$ cat src/design/dicr_defs.svh
// Behaviour
// - alarm enable set drives alarm pin; cleared leaves it undriven
// - polarity bit zero gives active-low alarm, one gives active-high
// - divider sync enable lets the sync source realign the divider
// - bit 1 enables inverse sinc on pair one, bit 0 on pair two
// - pattern test enable runs checker and forces outputs inactive
// - auto-clear enable clears alarm flags after 64 good samples
// - word parity checked against parity input, odd when bit 11 set
// - frame parity enable checks frame input and flags its alarm
// - invert bit 7 complements the whole data word; invert bits 4 to 6 do nothing
// - fifo distance alarms reported only while enabled; enables reset one
// - width bit selects word-wide transfers, cleared selects byte-wide
// - clock loss or collision shuts outputs when enabled and unmasked
// - serial-mode bit selects four-wire port, cleared three-wire
// - mixer enable, mixer gain and oscillator enable bits
// - reverse bit flips bus order; format bit selects two's complement
// - transmit enable is software bit or external pin
// - pattern test sets failing line bits; cleared by a write
// - write pointer of all zeros flags alarm and stalls until sync
// - fifo field encodes normal, two apart, one apart, collision
// - shutoff alarm set by clock loss or collision; outputs 0x8000
// - separate rising and falling parity flags plus pattern flag
// - temperature as signed byte in the upper byte, read only
// - 16-bit mask gates each alarm onto the pin, all masked at reset
`ifndef DICR_DEFS_SVH
`define DICR_DEFS_SVH
`define DICR_A_MAIN 7'h00
`define DICR_A_CHK 7'h01
`define DICR_A_FMT 7'h02
`define DICR_A_TX 7'h03
`define DICR_A_PAT 7'h04
`define DICR_A_ALM 7'h05
`define DICR_A_TEMP 7'h06
`define DICR_A_MASK 7'h07
`define DICR_R_MAIN 16'h049C
`define DICR_R_CHK 16'h050E
`define DICR_R_FMT 16'h7000
`define DICR_R_TX 16'hF000
`define DICR_R_MASK 16'hFFFF
`define DICR_R_ZERO 16'h0000
`define DICR_MID 16'h8000
`define DICR_GOOD_RUN 7'h40
`define DICR_PTR_INIT 8'h01
`define DICR_PTR_DEAD 8'h00
// buffer occupancy at which the distance alarms are raised
`define DICR_LVL_TWO 6'h1E
`define DICR_LVL_ONE 6'h1F
`define DICR_LVL_COL 6'h20
// main control bits
`define B_INVCD 0
`define B_INVAB 1
`define B_DSYNC 2
`define B_POL 3
`define B_AOE 4
// check control bits
`define B_ALCOL 1
`define B_AL1 2
`define B_AL2 3
`define B_INV_LO 4
`define B_FRPAR 9
`define B_WPAR 10
`define B_ODD 11
`define B_AUTO 12
`define B_PTEST 15
// format control bits
`define B_TWOS 1
`define B_REV 3
`define B_NCO 4
`define B_MGAIN 5
`define B_MIX 6
`define B_SIF4 7
`define B_COLG 12
`define B_DATG 13
`define B_DACG 14
`define B_WIDE 15
// alarm status bits
`define B_FPAR 2
`define B_LPAR 3
`define B_RPAR 4
`define B_PLL 5
`define B_IOT 7
`define B_OUTG 8
`define B_DATCLK 9
`define B_DACCLK 10
`define B_F2 11
`define B_F1 12
`define B_FCOL 13
`define B_ZCHK 15
`define B_TXSW 0
`define ALM_USED 16'hBFBC
`endif

$ cat src/design/dicr_pkg.sv
package dicr_pkg;
  typedef enum logic [1:0] {
    DICR_IDLE = 2'b00,
    DICR_RUN = 2'b01,
    DICR_STUCK = 2'b11
  } dicr_ptr_e;
endpackage

$ cat src/design/dicr_fifo.sv
`timescale 1ns/1ps
module dicr_fifo #(
  parameter int WIDTH = 17,
  parameter int DEPTH = 32
) (
  input wire logic clock,
  input wire logic sys_rst,
  input wire logic in_valid,
  output logic in_ready,
  input wire logic [WIDTH-1:0] in_data,
  output logic out_valid,
  input wire logic out_ready,
  output logic [WIDTH-1:0] out_data,
  output logic [$clog2(DEPTH):0] level
);
  localparam int AW = $clog2(DEPTH);
  logic [WIDTH-1:0] mem_ff [DEPTH];
  logic [AW-1:0] wr_ff;
  logic [AW-1:0] rd_ff;
  logic [AW:0] cnt_ff;
  logic push;
  logic pop;

  // full and empty come straight from the occupancy count; the pointers
  // wrap on their own, so the depth must be a power of two
  assign in_ready = cnt_ff != (AW+1)'(DEPTH);
  assign out_valid = cnt_ff != '0;
  assign push = in_valid && in_ready;
  assign pop = out_valid && out_ready;
  assign out_data = mem_ff[rd_ff];
  assign level = cnt_ff;

  always_ff @(posedge clock)
  begin
    if (push)
      mem_ff[wr_ff] <= in_data;
  end

  always_ff @(posedge clock or posedge sys_rst)
  begin
    if (sys_rst)
    begin
      wr_ff <= '0;
      rd_ff <= '0;
      cnt_ff <= '0;
    end
    else
    begin
      if (push)
        wr_ff <= wr_ff + 1'b1;
      if (pop)
        rd_ff <= rd_ff + 1'b1;
      cnt_ff <= cnt_ff + (AW+1)'(push) - (AW+1)'(pop);
    end
  end
endmodule

$ cat src/design/dicr_regs.sv
`timescale 1ns/1ps
`include "dicr_defs.svh"
module dicr_regs
  import dicr_pkg::*;
#(
  parameter logic [7:0] VERSION_ID = 8'h5A // arbitrary value
) (
  input wire logic clock,
  input wire logic sys_rst,
  // register port: write strobe with address and data, read combinational
  input wire logic reg_wr,
  input wire logic [6:0] reg_addr,
  input wire logic [15:0] reg_wdata,
  output logic [15:0] reg_rdata,
  input wire logic four_wire_sel_unused,
  // input data source
  input wire logic in_valid,
  output logic in_ready,
  input wire logic [15:0] in_data,
  input wire logic parity_input,
  input wire logic frame_input,
  input wire logic rise_edge,
  // monitors and sensors
  input wire logic dac_clk_lost,
  input wire logic data_clk_lost,
  input wire logic pll_unlock,
  input wire logic sync_pulse,
  input wire logic [7:0] temp_code,
  input wire logic [15:0] test_pattern,
  input wire logic tx_enable_pin,
  // output sample stream
  output logic out_valid,
  input wire logic out_ready,
  output logic [15:0] out_data,
  // alarm pin
  output logic alarm_o,
  output logic alarm_oe,
  // configuration decodes
  output logic pair1_sinc_comp_enable,
  output logic pair2_sinc_comp_enable,
  output logic div_resync,
  output logic four_wire_control_port,
  output logic word_wide_input,
  output logic mixer_enable,
  output logic mixer_gain_6db,
  output logic nco_enable,
  output logic tx_active
);
  logic [15:0] main_ff;
  logic [15:0] chk_ff;
  logic [15:0] fmt_ff;
  logic [15:0] tx_ff;
  logic [15:0] pat_ff;
  logic [15:0] alm_ff;
  logic [15:0] mask_ff;
  logic [7:0] temp_ff;
  logic [7:0] wptr_ff;
  logic [6:0] good_ff;
  logic [15:0] out_ff;
  logic outv_ff;
  dicr_ptr_e ptr_ff;
  logic [16:0] f_out;
  logic f_valid;
  logic [5:0] f_level;
  logic [15:0] nxt_alm_set;
  logic [15:0] shaped;
  logic par_bad;
  logic fr_bad;
  logic pat_bad;
  logic acc;
  logic shutoff;
  logic [2:0] fifo_code;
  logic sample_ok;
  logic auto_clr;
  logic [15:0] pat_set;

  // reversal helper used on the data path only; the pattern test compares unreversed input
  function automatic logic [15:0] rev16(input logic [15:0] d);
    for (int i = 0; i < 16; i++)
      rev16[i] = d[15-i];
  endfunction

  assign acc = in_valid && in_ready;

  // 32-deep buffer between input capture and the output stage
  dicr_fifo #(.WIDTH(17), .DEPTH(32)) u_fifo (
    .clock(clock),
    .sys_rst(sys_rst),
    .in_valid(in_valid),
    .in_ready(in_ready),
    .in_data({rise_edge, in_data}),
    .out_valid(f_valid),
    .out_ready(out_ready || !outv_ff),
    .out_data(f_out),
    .level(f_level)
  );

  // configuration register writes
  always_ff @(posedge clock or posedge sys_rst)
  begin
    if (sys_rst)
    begin
      main_ff <= `DICR_R_MAIN;
      chk_ff <= `DICR_R_CHK;
      fmt_ff <= `DICR_R_FMT;
      tx_ff <= `DICR_R_TX;
      mask_ff <= `DICR_R_MASK;
    end
    else if (reg_wr)
    begin
      unique case (reg_addr)
        `DICR_A_MAIN: main_ff <= reg_wdata;
        `DICR_A_CHK: chk_ff <= reg_wdata;
        `DICR_A_FMT: fmt_ff <= reg_wdata;
        `DICR_A_TX: tx_ff <= reg_wdata;
        `DICR_A_MASK: mask_ff <= reg_wdata;
        default: ;
      endcase
    end
  end

  // decoded controls
  assign pair1_sinc_comp_enable = main_ff[`B_INVAB];
  assign pair2_sinc_comp_enable = main_ff[`B_INVCD];
  assign div_resync = main_ff[`B_DSYNC] && sync_pulse;
  assign four_wire_control_port = fmt_ff[`B_SIF4];
  assign word_wide_input = fmt_ff[`B_WIDE];
  assign mixer_enable = fmt_ff[`B_MIX];
  assign mixer_gain_6db = fmt_ff[`B_MGAIN];
  assign nco_enable = fmt_ff[`B_NCO];

  // parity of the arriving word, byte mode checks only the low byte
  always_comb
  begin
    logic p;
    p = word_wide_input ? ^in_data : ^in_data[7:0];
    par_bad = chk_ff[`B_WPAR] && ((p ^ parity_input) != chk_ff[`B_ODD]);
    fr_bad = chk_ff[`B_FRPAR] && ((p ^ frame_input) != chk_ff[`B_ODD]);
  end

  assign pat_bad = chk_ff[`B_PTEST] && (in_data != test_pattern);

  // fifo distance from occupancy: free slots left decide nearness
  always_comb
  begin
    fifo_code = 3'b000;
    if (f_level == `DICR_LVL_COL)
      fifo_code = 3'b100;
    else if (f_level == `DICR_LVL_ONE)
      fifo_code = 3'b010;
    else if (f_level == `DICR_LVL_TWO)
      fifo_code = 3'b001;
  end

  // hardware set terms for the sticky flags
  always_comb
  begin
    nxt_alm_set = '0;
    nxt_alm_set[`B_RPAR] = acc && par_bad && rise_edge;
    nxt_alm_set[`B_LPAR] = acc && par_bad && !rise_edge;
    nxt_alm_set[`B_FPAR] = acc && fr_bad;
    nxt_alm_set[`B_IOT] = acc && pat_bad;
    nxt_alm_set[`B_PLL] = pll_unlock;
    nxt_alm_set[`B_DACCLK] = dac_clk_lost;
    nxt_alm_set[`B_DATCLK] = data_clk_lost;
    nxt_alm_set[`B_F2] = fifo_code[0] && chk_ff[`B_AL2];
    nxt_alm_set[`B_F1] = fifo_code[1] && chk_ff[`B_AL1];
    nxt_alm_set[`B_FCOL] = fifo_code[2] && chk_ff[`B_ALCOL];
    nxt_alm_set[`B_ZCHK] = ptr_ff == DICR_STUCK;
    // raised by the new events only, so one write can clear cause and
    // shutoff together; a sticky cause would otherwise re-raise it
    nxt_alm_set[`B_OUTG] = dac_clk_lost || data_clk_lost
      || nxt_alm_set[`B_FCOL];
  end

  // auto-clear is a single pulse, so flags raised later stay sticky
  assign sample_ok = !(par_bad || fr_bad || pat_bad);
  assign auto_clr = chk_ff[`B_AUTO] && acc && sample_ok
    && good_ff == `DICR_GOOD_RUN - 1'b1;

  // sticky status; a set in the same cycle as a clear wins
  always_ff @(posedge clock or posedge sys_rst)
  begin
    if (sys_rst)
      alm_ff <= `DICR_R_ZERO;
    else if (auto_clr)
      alm_ff <= nxt_alm_set & `ALM_USED;
    else if (reg_wr && reg_addr == `DICR_A_ALM)
      alm_ff <= (alm_ff & ~reg_wdata | nxt_alm_set) & `ALM_USED;
    else
      alm_ff <= (alm_ff | nxt_alm_set) & `ALM_USED;
  end

  // run of consecutive good samples for auto-clear
  always_ff @(posedge clock or posedge sys_rst)
  begin
    if (sys_rst)
      good_ff <= '0;
    else if (acc)
    begin
      if (!sample_ok || good_ff == `DICR_GOOD_RUN - 1'b1)
        good_ff <= '0;
      else
        good_ff <= good_ff + 1'b1;
    end
  end

  // one-hot shift write pointer; zero state sticks until sync
  always_ff @(posedge clock or posedge sys_rst)
  begin
    if (sys_rst)
    begin
      wptr_ff <= `DICR_PTR_INIT;
      ptr_ff <= DICR_IDLE;
    end
    else if (sync_pulse)
    begin
      wptr_ff <= `DICR_PTR_INIT;
      ptr_ff <= DICR_RUN;
    end
    else
    begin
      unique case (ptr_ff)
        DICR_IDLE: ptr_ff <= DICR_RUN;
        DICR_RUN:
        begin
          if (wptr_ff == `DICR_PTR_DEAD)
            ptr_ff <= DICR_STUCK;
          else if (acc)
            wptr_ff <= {wptr_ff[6:0], wptr_ff[7]};
        end
        DICR_STUCK: ;
        default: ptr_ff <= DICR_IDLE;
      endcase
    end
  end

  // pattern failures per data line; a write clears, a new failure wins
  assign pat_set = (acc && chk_ff[`B_PTEST]) ? in_data ^ test_pattern
    : `DICR_R_ZERO;
  always_ff @(posedge clock)
  begin
    if (reg_wr && reg_addr == `DICR_A_PAT)
      pat_ff <= pat_set;
    else
      pat_ff <= pat_ff | pat_set;
  end

  always_ff @(posedge clock)
  begin
    temp_ff <= temp_code;
  end

  // transmit gating and shutoff
  assign tx_active = (tx_ff[`B_TXSW] || tx_enable_pin)
    && !chk_ff[`B_PTEST];
  assign shutoff = alm_ff[`B_OUTG] && !mask_ff[`B_OUTG] && (
    (fmt_ff[`B_DACG] && alm_ff[`B_DACCLK] && !mask_ff[`B_DACCLK]) ||
    (fmt_ff[`B_DATG] && alm_ff[`B_DATCLK] && !mask_ff[`B_DATCLK]) ||
    (fmt_ff[`B_COLG] && alm_ff[`B_FCOL] && !mask_ff[`B_FCOL]));

  // data shaping: reverse, invert whole word on check bit 7, then offset format
  always_comb
  begin
    logic [15:0] d;
    d = fmt_ff[`B_REV] ? rev16(f_out[15:0]) : f_out[15:0];
    if (chk_ff[`B_INV_LO + 3 - 0] || chk_ff[`B_INV_LO + 3 - 1]
        || chk_ff[`B_INV_LO + 3 - 2] || chk_ff[`B_INV_LO])
      d = chk_ff[`B_INV_LO + 3 - 0] ? ~d : d;
    shaped = fmt_ff[`B_TWOS] ? d ^ `DICR_MID : d;
  end

  // output stage: inactive under shutoff or no transmit enable
  always_ff @(posedge clock or posedge sys_rst)
  begin
    if (sys_rst)
    begin
      out_ff <= `DICR_MID;
      outv_ff <= 1'b0;
    end
    else if (out_ready || !outv_ff)
    begin
      outv_ff <= f_valid;
      if (shutoff || !tx_active)
        out_ff <= `DICR_MID;
      else
        out_ff <= shaped;
    end
  end
  assign out_valid = outv_ff;
  assign out_data = out_ff;

  // alarm pin: masked or, polarity, tristate control
  assign alarm_oe = main_ff[`B_AOE];
  assign alarm_o = (|(alm_ff & ~mask_ff)) ~^ main_ff[`B_POL];

  // read mux
  always_comb
  begin
    unique case (reg_addr)
      `DICR_A_MAIN: reg_rdata = main_ff;
      `DICR_A_CHK: reg_rdata = chk_ff;
      `DICR_A_FMT: reg_rdata = fmt_ff;
      `DICR_A_TX: reg_rdata = tx_ff;
      `DICR_A_PAT: reg_rdata = pat_ff;
      `DICR_A_ALM: reg_rdata = alm_ff;
      `DICR_A_TEMP: reg_rdata = {temp_ff, 8'h00};
      `DICR_A_MASK: reg_rdata = mask_ff;
      default: reg_rdata = {8'h00, VERSION_ID};
    endcase
  end
endmodule

$ cat config.mk
export PLATFORM = sky130hd
export DESIGN_NAME = dicr_regs
export DESIGN_NICKNAME = d
export VERILOG_FILES = /design/src/design/dicr_pkg.sv /design/src/design/dicr_fifo.sv /design/src/design/dicr_regs.sv
export VERILOG_INCLUDE_DIRS = /design/src /design/src/design
export SDC_FILE = /design/constraint.sdc
export NUM_CORES = 1
export LEC_CHECK = 0
export ABC_AREA = 1
export BUFFER_PORTS_ARGS = -buffer_cell sky130_fd_sc_hd__buf_2
export CORE_MARGIN = 3
export CORE_UTILIZATION = 30
export CTS_BUF_LIST = sky130_fd_sc_hd__clkbuf_4 sky130_fd_sc_hd__clkbuf_8
export DETAILED_ROUTE_END_ITERATION = 8
export PLACE_DENSITY = 0.48
export RECOVER_POWER = 25
export SYNTH_ARGS = -nofsm -noshare
export SYNTH_HDL_FRONTEND = slang
export SYNTH_SLANG_ARGS = --single-unit
$ cat constraint.sdc
create_clock -name clock -period 3.97 [get_ports clock]
set_clock_uncertainty 0.05 [all_clocks]
set_input_delay 0.397 -clock clock [delete_from_list [all_inputs] [get_ports clock]]
set_output_delay 0.397 -clock clock [all_outputs]
set_load 0.03 [all_outputs]
==> out/metrics.cfg <==
[worst_setup_path]
cp_max_fo=33
r2r-start=u_fifo.rd_ff[0]$_DFFE_PP0P_
cp_data_required_time_ns=4.52
cp.arrival_ns=3.93
critPathCaptureType=flip-flop
crit_path_start_kind=input pin
worstSetupPathType=in -> reg
cp-startpoint=in_data[11]

[sta]
period_share=0.8513
slew-limit-headroom=-0.2228
setup_ws_ns=0.5902
rsz0062_at_grt=false
period_needed_ns=3.380
setup_viol=0
worst_hold_slack_ns=0.07565
max_freq_mhz=295.9
tns_ns=0
finalMaxSlewViolations=265
worst_pin_slew_ns=1.834
finalHoldViolCount=0

[floorplan]
fp.dieW_microns=314.4
io_pins=122
placementRows=112
core_area_sq_um=93890
start_util=0.3039
die_area_sq_um=98860
die_h_microns=314.4

[detailed_routing]
route.vias.total=20620
drc=0
routed_wl_mm=89.36
wire_per_inst_microns=21.38
drt_iter0_markers=1749
drtAntennaViolNets=0
vias_per_cell=4.933
drt_pass1_iterations=5

[final_layout]
fin_nets=2915
fillCellCount=9283
layout_commonest_cell=edfxtp_1
final_layout_size_suffix_gt1_frac=0.1550
most-common-layout-cells=512 x edfxtp_1, 425 x nand2_1, 347 x nor2_1
syn_to_final_growth_pct=18.84
fin_cells=4180

[global_routing]
grt_pass1_vias=20300
globalRouteOverflowTotal=0
grt_max_degree=143
antenna_found_initial=14
grt_pass1_wl_mm=130.9
grt_usage=0.1773

[place]
post-dp-hpwl_mm=57.43
gp_congestion=0.8821
dp_slack_ns=0.7817
place_inst=3899
portBuffers=120

[clocking]
insertion_delay_ns=0.77
clk_pin_slew_ns=0.06
root_buffer=clkbuf_8
post_cts_buffers=0
clock_path_buffers=3
htree_levels=3
numClockSinks=678
cts_buffers=116
cts_tree=done

[logic_synthesis]
synthesis.nets=2659
synth_flop_cell=edfxtp_1
ys_ff_latch=678
syn_area_sq_um=28540
yosysSeqAreaShare=0.6816
ys_types=41
syn_inst=2564
syn_area_per_cell_sq_um=11.13
synth-edff-count=512
yosysWarnings=0
async_flop_share=0.2094

[flow_run]
maxCapViolations=8

[status]
status=complete, but fails checks
violations=capacitance limit, slew limit

[power]
ir_drop_uv=343.0
p_leak_nw=12.62
p_per_area_nw_per_um2=652.1

[worst_hold_path]
hold_start=frame_input
hold_class=in -> reg

## power by group
part | leakage [nW] | switching (mW) | total (mW) | internal, mW
Sequential | 6.53 | 0.496 | 8.82 | 8.32
Combinational | 4.80 | 4.77 | 6.84 | 2.08
Clock | 1.29 | 2.88 | 6.45 | 3.58
Total | 12.6 | 8.14 | 22.1 | 14.0
## metal layers
metal / GRT usage / routed length (microns) / vias to the layer above / part of all wire
li1: - / - / 9619 / -
met1: 0.2260 / 37510 / 10253 / 0.42
met2: 0.3044 / 44330 / 605 / 0.50
met3: 0.03291 / 5067 / 141 / 0.057
met4: 0.05682 / 2427 / 2 / 0.027
met5: 0 / 13 / - / 0.00015
## cells in the mapped netlist, drive strengths merged (3+ instances only)
cell / number / area (sq um)
dfrtp: 107 / 2678
a211oi: 3 / 22.52
dfxtp: 24 / 480.5
inv: 130 / 488.0
a22o: 11 / 96.34
nor4: 7 / 43.79
xnor2: 12 / 105.1
o211ai: 53 / 402.9
o22ai: 61 / 381.6
nor3: 3 / 37.53
dfstp: 35 / 919.6
nand3: 156 / 780.8
clkinv: 6 / 22.52
a221oi: 23 / 201.4
or2: 8 / 50.05
a32o: 3 / 30.03
nand2: 425 / 1595
nor2: 349 / 1310
ha: 17 / 212.7
o21ai: 359 / 1797
o221ai: 14 / 122.6
xor2: 25 / 219.0
clkbuf: 68 / 255.2
a21oi: 51 / 255.2
edfxtp: 512 / 15370
buf: 72 / 442.9
nand4: 22 / 137.6
## repair_timing
item	CTS	global route
hold buffers	57	0
endpoints found under the hold margin	246	0
gates resized for setup	0	0
setup endpoints to repair	0	0
## cell type report
class / count / area [sq um] / share of cell area
multi-input cells: 1610 / 7886 / 0.2325
inverters: 136 / 519.2 / 0.01531
clock inverters: 40 / 255.2 / 0.007526
diodes: 4 / 10.01 / 0.0002951
clock buffers: 180 / 2177 / 0.06419
flip-flops and latches: 678 / 19460 / 0.5738
well taps: 1254 / 1569 / 0.04626
repair buffers: 278 / 2036 / 0.06003
## flip-flops by register name, summed over array words and instances, names as in the netlist
signal,count
pat_ff,16
u_fifo.level,6
good_ff,7
chk_ff,16
out_data,16
alm_ff,12
out_valid,1
u_fifo.rd_ff,5
wptr_ff,8
u_fifo.mem_ff,512
fmt_ff,16
u_fifo.wr_ff,5
mask_ff,16
main_ff,16
tx_ff,16
ptr_ff,2
temp_ff,8
## cells by family (layout without fill, tap and decap cells)
| logic type | after synthesis | count (layout) | synth area share |
|---|---|---|---|
| fa+ha+maj | 18 | 18 | 0.008155 |
| simple gates | 972 | 972 | 0.1391 |
| compound gates | 583 | 583 | 0.1174 |
| flops | 678 | 678 | 0.6816 |
| xor+xnor | 37 | 37 | 0.01136 |
| other cells | 0 | 4 | 0 |
| buf+inv | 276 | 634 | 0.04235 |
## critical path: stages
cell,delay (ns)
buf_2,0.19
clkbuf_1,1.31
nand2_1,0.13
nand2_1,0.12
nand2_1,0.07
nand2_1,0.08
nand2_1,0.06
nand3_1,0.08
nand2_1,0.14
nand2_1,0.12
nand2_1,0.05
nand3_1,0.14
nand4_1,0.10
buf_4,0.23
nand2_1,0.08
nand2_1,0.05
dlygate4sd3_1,0.54
## metrics by stage
stage / area (sq um) / util / total power [mW]
CTS: 33950 / 0.3616 / 22.40
finish: 33910 / 0.3612 / 22.12
global route: 33910 / 0.3612 / 23.50
global placement: 30940 / 0.3296 / 15.69
floorplan: 28540 / - / 13.26
detailed placement: 30940 / 0.3296 / 15.83
## worst paths after layout
| check | to | slack, ns | cells past startpoint |
|---|---|---|---|
| worst max-delay path | alm_ff[3]$_DFF_PP0_ | 0.59 | 17 |
| worst min-delay path | alm_ff[2]$_DFF_PP0_ | 0.08 | 6 |
| max in group asynchronous | u_fifo.rd_ff[1]$_DFFE_PP0P_ | 2.69 | 4 |
| worst max register to register | out_data[9]$_DFFE_PP0N_ | 1.03 | 10 |
| min in group asynchronous | alm_ff[5]$_DFF_PP0_ | 0.34 | 4 |
| worst min register to register | out_data[5]$_DFFE_PP0N_ | 0.43 | 2 |
(Power assumes the default switching activity.)
